[src/rtl/ccs_defs.svh]
// register offsets, field positions, reset values and sync depth for the comparator control block
`ifndef CCS_DEFS_SVH
`define CCS_DEFS_SVH

`define CCS_CTRL_OFFSET 12'h000
`define CCS_CTRL_RESET 8'h00
`define CCS_EN0_BIT 0
`define CCS_EN1_BIT 1
`define CCS_EN2_BIT 2
`define CCS_RES0_BIT 5
`define CCS_RES1_BIT 6
`define CCS_RES2_BIT 7
`define CCS_NUM_CMP 3
`define CCS_SYNC_STAGES 3
`define CCS_RESP_OKAY 2'b00
`define CCS_RESP_SLVERR 2'b10

`endif

[src/rtl/ccs_pkg.sv]
// types shared by the comparator control block
`include "ccs_defs.svh"
package ccs_pkg;
    typedef logic [`CCS_NUM_CMP-1:0] ccs_vec_t;

    typedef struct packed {
        ccs_vec_t enable;
        ccs_vec_t sync1;
        ccs_vec_t sync2;
        ccs_vec_t sync3;
        ccs_vec_t result;
        logic awready;
        logic wready;
        logic bvalid;
        logic [1:0] bresp;
        logic arready;
        logic rvalid;
        logic [1:0] rresp;
        logic [31:0] rdata;
        logic aw_held;
        logic [11:0] aw_addr;
        logic w_held;
        logic [31:0] w_data;
        logic [3:0] w_strb;
    } ccs_state_t;
endpackage : ccs_pkg

[src/rtl/ccs_comparator_control.sv]
// comparator control and status register behind an axi4-lite slave
//
// Design decisions made here: register access over AXI4-Lite and the placing of the registers.
`timescale 1ns/10ps
`default_nettype none
`include "ccs_defs.svh"

// Behaviour
// [RULE_01] comparator results reach no pin; software reads them from the control register only
// [RULE_02] bit 7 reads comparator 2 result: 1 when positive input exceeds reference
// [RULE_03] bit 6 reads comparator 1 result: 1 when positive input exceeds reference
// [RULE_04] bit 5 reads comparator 0 result: 1 when positive input exceeds reference
// [RULE_05] bits 4 and 3 always read zero and ignore writes
// [RULE_06] writable bit 2 enables comparator 2 when set
// [RULE_07] writable bit 1 enables comparator 1 when set
// [RULE_08] writable bit 0 enables comparator 0 when set
// [RULE_09] three independent comparators, each one result bit and one enable bit
// [RULE_10] results are synchronised into the clock domain; disabled comparators read zero (here the result clears one cycle after the enable bit)
module ccs_comparator_control
    import ccs_pkg::*;
(
    input wire logic aclk,
    input wire logic aresetn,
    input wire logic [11:0] s_axi_awaddr,
    input wire logic [2:0] s_axi_awprot,
    input wire logic s_axi_awvalid,
    output logic s_axi_awready,
    input wire logic [31:0] s_axi_wdata,
    input wire logic [3:0] s_axi_wstrb,
    input wire logic s_axi_wvalid,
    output logic s_axi_wready,
    output logic [1:0] s_axi_bresp,
    output logic s_axi_bvalid,
    input wire logic s_axi_bready,
    input wire logic [11:0] s_axi_araddr,
    input wire logic [2:0] s_axi_arprot,
    input wire logic s_axi_arvalid,
    output logic s_axi_arready,
    output logic [31:0] s_axi_rdata,
    output logic [1:0] s_axi_rresp,
    output logic s_axi_rvalid,
    input wire logic s_axi_rready,
    input wire logic [`CCS_NUM_CMP-1:0] cmp_raw_result,
    output logic [`CCS_NUM_CMP-1:0] cmp_enable
);

    ccs_state_t st_ff;
    ccs_state_t nxt_st;

    function automatic logic [7:0] ctrl_image(input ccs_vec_t en, input ccs_vec_t res);
        logic [7:0] v;
        v = 8'h00;
        v[`CCS_RES2_BIT] = res[2]; // RULE_02
        v[`CCS_RES1_BIT] = res[1]; // RULE_03
        v[`CCS_RES0_BIT] = res[0]; // RULE_04
        v[`CCS_EN2_BIT] = en[2];
        v[`CCS_EN1_BIT] = en[1];
        v[`CCS_EN0_BIT] = en[0];
        return v; // RULE_05
    endfunction : ctrl_image

    always_comb begin
        logic do_write;
        logic [7:0] wmask;
        do_write = 1'b0;
        wmask = 8'h00;
        nxt_st = st_ff;

        // three-stage sync; a change counts once stages two and three agree
        nxt_st.sync1 = cmp_raw_result; // RULE_10
        nxt_st.sync2 = st_ff.sync1;
        nxt_st.sync3 = st_ff.sync2;
        for (int i = 0; i < `CCS_NUM_CMP; i++) begin
            if (!st_ff.enable[i]) begin
                nxt_st.result[i] = 1'b0; // RULE_10
            end else if (st_ff.sync2[i] == st_ff.sync3[i]) begin
                nxt_st.result[i] = st_ff.sync3[i]; // RULE_09
            end
        end

        // write side: address and data may arrive in either order
        if (s_axi_awvalid && st_ff.awready) begin
            nxt_st.aw_held = 1'b1;
            nxt_st.aw_addr = s_axi_awaddr;
            nxt_st.awready = 1'b0;
        end
        if (s_axi_wvalid && st_ff.wready) begin
            nxt_st.w_held = 1'b1;
            nxt_st.w_data = s_axi_wdata;
            nxt_st.w_strb = s_axi_wstrb;
            nxt_st.wready = 1'b0;
        end
        if (st_ff.aw_held && st_ff.w_held && !st_ff.bvalid) begin
            do_write = 1'b1;
            nxt_st.aw_held = 1'b0;
            nxt_st.w_held = 1'b0;
            nxt_st.bvalid = 1'b1;
            if (st_ff.aw_addr[11:2] == 10'(`CCS_CTRL_OFFSET >> 2)) begin
                nxt_st.bresp = `CCS_RESP_OKAY;
            end else begin
                nxt_st.bresp = `CCS_RESP_SLVERR;
            end
        end
        if (do_write && st_ff.aw_addr[11:2] == 10'(`CCS_CTRL_OFFSET >> 2) && st_ff.w_strb[0]) begin
            wmask = st_ff.w_data[7:0];
            nxt_st.enable[2] = wmask[`CCS_EN2_BIT]; // RULE_06
            nxt_st.enable[1] = wmask[`CCS_EN1_BIT]; // RULE_07
            nxt_st.enable[0] = wmask[`CCS_EN0_BIT]; // RULE_08
        end
        if (st_ff.bvalid && s_axi_bready) begin
            nxt_st.bvalid = 1'b0;
            nxt_st.awready = 1'b1;
            nxt_st.wready = 1'b1;
        end

        // read side: one outstanding read, answered the cycle after the address
        if (s_axi_arvalid && st_ff.arready) begin
            nxt_st.arready = 1'b0;
            nxt_st.rvalid = 1'b1;
            if (s_axi_araddr[11:2] == 10'(`CCS_CTRL_OFFSET >> 2)) begin
                nxt_st.rdata = {24'h000000, ctrl_image(st_ff.enable, st_ff.result)}; // RULE_01
                nxt_st.rresp = `CCS_RESP_OKAY;
            end else begin
                nxt_st.rdata = 32'h00000000;
                nxt_st.rresp = `CCS_RESP_SLVERR;
            end
        end
        if (st_ff.rvalid && s_axi_rready) begin
            nxt_st.rvalid = 1'b0;
            nxt_st.arready = 1'b1;
        end
    end

    always_ff @(posedge aclk) begin
        if (!aresetn) begin
            st_ff <= '0;
            st_ff.enable <= ccs_vec_t'(`CCS_CTRL_RESET);
            st_ff.awready <= 1'b1;
            st_ff.wready <= 1'b1;
            st_ff.arready <= 1'b1;
        end else begin
            st_ff <= nxt_st;
        end
    end

    assign s_axi_awready = st_ff.awready;
    assign s_axi_wready = st_ff.wready;
    assign s_axi_bvalid = st_ff.bvalid;
    assign s_axi_bresp = st_ff.bresp;
    assign s_axi_arready = st_ff.arready;
    assign s_axi_rvalid = st_ff.rvalid;
    assign s_axi_rresp = st_ff.rresp;
    assign s_axi_rdata = st_ff.rdata;
    // enables drive the analog comparators; results stay internal
    assign cmp_enable = st_ff.enable; // RULE_09

endmodule : ccs_comparator_control
`default_nettype wire

[config.mk]
export PLATFORM = sky130hd
export DESIGN_NAME = ccs_comparator_control
export DESIGN_NICKNAME = d
export VERILOG_FILES = /design/src/rtl/ccs_pkg.sv /design/src/rtl/ccs_comparator_control.sv
export VERILOG_INCLUDE_DIRS = /design/src /design/src/rtl
export SDC_FILE = /design/constraint.sdc
export NUM_CORES = 1
export LEC_CHECK = 0
export ABC_CLOCK_PERIOD_IN_PS = 5000
export BUFFER_PORTS_ARGS = -buffer_cell sky130_fd_sc_hd__buf_2
export CAP_MARGIN = 15
export CORE_MARGIN = 2
export CORE_UTILIZATION = 39
export DETAILED_ROUTE_END_ITERATION = 10
export GPL_TIMING_DRIVEN = 1
export PLACE_DENSITY = 0.78
export SLEW_MARGIN = 10
export SYNTH_ARGS = -nofsm -noshare
export SYNTH_HDL_FRONTEND = slang
export SYNTH_SLANG_ARGS = --single-unit
[constraint.sdc]
create_clock -name aclk -period 5 [get_ports aclk]
set_clock_uncertainty 0.15 [all_clocks]
set_input_delay 1 -clock aclk [delete_from_list [all_inputs] [get_ports aclk]]
set_output_delay 1 -clock aclk [all_outputs]
set_load 0.01 [all_outputs]
Yosys cells after proc, flatten, opt, wreduce, memory -nomap -nowiden
Index checks and enable logic that the tools add are counted. Widths: inputs -> output; s select.

Flip-flop bits (word level): 74. Output and inout port bits: 44. Input port bits: 76. Word-level logic and storage cells: 45.

Bitwise operators: 1. Eq/ne operators: 3. Reductions and logical operators: 18. Muxes and demuxes: 3.

Operator list (number): $mux 34 (1); $logic_not 10->1 (2); $logic_and 1x1->1 (9); $reduce_and 2->1 (3); $reduce_or 2->1 (3); $eq 1x1->1 (3); $mux 2 (1); $logic_not 1->1 (1); $mux 1 (1); $not 1->1 (1).

Longest topological paths before layout
Depth after elaboration: 5. Depth in mapped cells: 4. Gate-level depth less buffers: 3.

Worst setup path before layout
Ideal clock, no wire load.

Path type: input-to-reg. Start: in s_axi_araddr[2]. End: reg st_ff, in the netlist s_axi_rresp[1]. Cell stages on the path: 3. Data required time: 4.720 ns. Buffers on the path: 0. Setup time: 0.130 ns. Setup slack: 3.090 ns. Arrival: 1.630 ns. Cells stage by stage: nor4_1 -> nand4b_1 -> nor3b_1.

Word-level cells in the longest chain between the ends: 2.

Ends and longest elaborated chain: start, declared (line ccs_comparator_control.sv:35) `input wire logic [11:0] s_axi_araddr,`; $logic_not 10->1 (line ccs_comparator_control.sv:120) `` if (s_axi_araddr[11:2] == 10'(`CCS_CTRL_OFFSET >> 2)) begin ``; $mux 34 (line ccs_comparator_control.sv:120); end signal, assigned (line ccs_comparator_control.sv:142) `st_ff <= nxt_st;`; end, declared (line ccs_comparator_control.sv:47) `ccs_state_t st_ff;`.

Every way passes these cells. A chain may end at the register's enable or synchronous reset.

Final worst setup path
Start: reg st_ff, in the netlist s_axi_wready. End: out s_axi_wready.

RTL lines: end, declared (line ccs_comparator_control.sv:31) `output logic s_axi_wready,`.

No word-level cell between the ends.

==> qor.csv <==
stage,metric,value,unit
worst_setup_path,cp-startpoint,s_axi_wready,
sta,maxSlewViolCount,0,
sta,rsz0062_at_grt,no,
sta,hold_violations,0,
sta,worst_pin_slew,0.612,ns
worst_setup_path,r2r-start,st_ff[42],
routing,drc,0,
clock_tree,post_cts_buffers,0,
routing,met2RoutedLength,1.59,mm
logic_synthesis,yosysUniqueCellTypes,26,
layout,layout_commonest_cell,buf_2,
routing,vias,1356,
clock_tree,holdBufCountCts,0,
global_routing,grt_max_degree,22,
routing,routedLengthMet1,1.37,mm
worst_setup_path,critPathLaunchType,flop,
outcome,outcome,finished clean,
sta,fin_crit,2.08,ns
logic_synthesis,yosysWarnings,0,
layout,final_cell_mix,"49 x buf_2, 46 x nand2_1, 44 x dfxtp_1",
placed_design,place_inst,294,
worst_hold_path,min_from,nxt_st[97],
clock_tree,clockBufferDepth,2,
floorplanning,die-area,5240,um2
worst_setup_path,critPathMaxFanout,8,
power,total_power,0.665,mW
routing,via_per_inst,4.49,
placed_design,portBuffers,49,
placed_design,place_congestion,0.766,
floorplanning,core-area,4440,um2
logic_synthesis,synth_area,1820,um2
placed_design,dp_slack,2.60,ns
routing,avgRoutedWirePerCell,10.6,um
clock_tree,cts_num_sinks,44,
worst_setup_path,path_buf_inv,1,
floorplanning,num_rows,24,
routing,dr.pass1.iters,4,
layout,nNetsFinal,325,
logic_synthesis,avgSynthCellArea,8.69,um2
routing,ant_nets,0,
worst_setup_path,crit_slowest_cell,dfxtp_1,
worst_setup_path,end_kind,primary output,
power,leakagePower,0.901,nW
global_routing,antenna_found_initial,0,
logic_synthesis,synthCells,210,
layout,diodes,0,
layout,synthToLayoutAreaGrowth,10.6,%
layout,final_cell_count_no_fill,302,
sta,timing.fmax,480,MHz
global_routing,grt-ovfl-total,0,
sta,fin_setup_tns,0,ns
clock_tree,insertion_delay,0.29,ns
placed_design,dp_hpwl,2.40,mm
sta,setup_viol,0,
clock_tree,cts.repair.resized,0,
power,powerDensity,329,nW/um2
power,vdd_drop_max,143,uV
worst_setup_path,crit_type,flop to primary output,
worst_setup_path,cp_top_family,flip-flops,
logic_synthesis,synth-seq-cells,44,
global_routing,grt_use_total,13.1,%
floorplanning,die_w,72.4,um
clock_tree,cts_tree,built,
clock_tree,numCtsBuffers,5,
worst_setup_path,arrival,0.93,ns
floorplanning,ios,120,
clock_tree,htreeDepth,2,
worst_hold_path,hold_path_class,flop to flop,
floorplanning,start_util,41.0,%
worst_setup_path,crit_chain,buf_2,
clock_tree,cts_root_buffer,clkbuf_8,
sta,relSlewSlack,59.1,%
global_routing,grt_pass1_wl,5.33,mm
clock_tree,clkTransAtPathRegs,0.08,ns
sta,setup_slack,2.92,ns
worst_setup_path,slowest_delay,0.46,ns
global_routing,grt_pass1_vias,1268,
routing,dr.first_iter.drc_count,55,
flow_run,cap_violations,0,
logic_synthesis,ys_seq_area_share,48.3,%
worst_setup_path,worst_ep_required_time,3.85,ns
routing,top_layer_used,met4,
routing,dr_wl_met3,203,um
layout,drive_above_1_share,24.8,%
routing,wl,3.19,mm
sta,finalCritPeriodShare,41.6,%
floorplanning,die_h,72.4,um
==> state kept, by name, indices dropped and copies added, names as in the netlist, 3 cells and up <==
register,count
cmp_enable,3
st_ff,22
s_axi_rdata,6
nxt_st,6
==> path summary, 6_finish.rpt <==
| check | to | slack, ns | cells past startpoint |
|---|---|---|---|
| worst max-delay path | s_axi_wready | 2.92 | 1 |
| worst min-delay path | nxt_st[94] | 0.29 | 1 |
| worst max register to register | cmp_enable[2] | 3.28 | 3 |
| worst min register to register | nxt_st[94] | 0.29 | 1 |
==> cell type report <==
type                    instances  area [um2]
inverters                       5        18.8
flip-flops and latches         44         881
fillers                       455        2430
clock buffers                   7        86.3
well taps                      52        65.1
clock inverters                 1        7.51
repair buffers                 49         245
multi-input cells             144         714
==> cells by family after synthesis <==
group / after synthesis / share of synthesized area [%]
AND/OR/NAND/NOR: 77 / 20.9
AO/OA/AOI/OAI: 35 / 10.2
flip-flops: 44 / 48.3
buffers and inverters: 49 / 18.1
multiplexers: 4 / 2.26
other: 1 / 0.206
==> per-layer routing <==
metal / up-vias / GRT usage [%]
met2: 42 / 23.3
li1: 698 / -
met5: - / 0
met1: 614 / 13.8
met4: 0 / 6.38
met3: 2 / 4.44
==> Yosys cell counts <==
| cell | n | area [um2] |
|---|---|---|
| a21oi_1 | 21 | 105 |
| conb_1 | 1 | 3.75 |
| nor3_1 | 1 | 5.00 |
| nand3_1 | 4 | 20.0 |
| buf_4 | 39 | 293 |
| nor2_1 | 6 | 22.5 |
| clkbuf_1 | 5 | 18.8 |
| a221o_1 | 1 | 10.0 |
| nor4_4 | 1 | 21.3 |
| mux2i_1 | 3 | 30.0 |
| nand3b_2 | 1 | 11.3 |
| nand4b_1 | 1 | 8.76 |
| dfxtp_1 | 44 | 881 |
| mux2_2 | 1 | 11.3 |
| o21ai_1 | 1 | 5.00 |
| nor3b_1 | 1 | 7.51 |
| nor4_1 | 2 | 12.5 |
| a21boi_1 | 1 | 7.51 |
| and2_1 | 10 | 62.6 |
| nand2_1 | 46 | 173 |
| o21ai_0 | 10 | 50.1 |
| or4_4 | 2 | 22.5 |
| a221oi_1 | 1 | 8.76 |
| inv_1 | 5 | 18.8 |
| or3b_2 | 1 | 8.76 |
| nand2b_1 | 1 | 6.26 |
==> per-stage QoR <==
stage | util, % | instance area, um2 | hold slack (ns)
6_report | 45.4 | 2020 | 0.289
5_1_grt | 45.4 | 2020 | 0.323
4_1_cts | 45.4 | 2020 | 0.288
3_5_place_dp | 43.3 | 1920 | 0.269
3_3_place_gp | 43.3 | 1920 | 0.265
2_1_floorplan | - | 1930 | 0.262
==> report_power, final <==
part	leakage (nW)	internal [mW]	switching [mW]
clock	0.0445	0.112	0.112
sequential	0.360	0.365	0.00919
combinational	0.497	0.0271	0.0393
total	0.901	0.504	0.161
(Power assumes the default switching activity.)
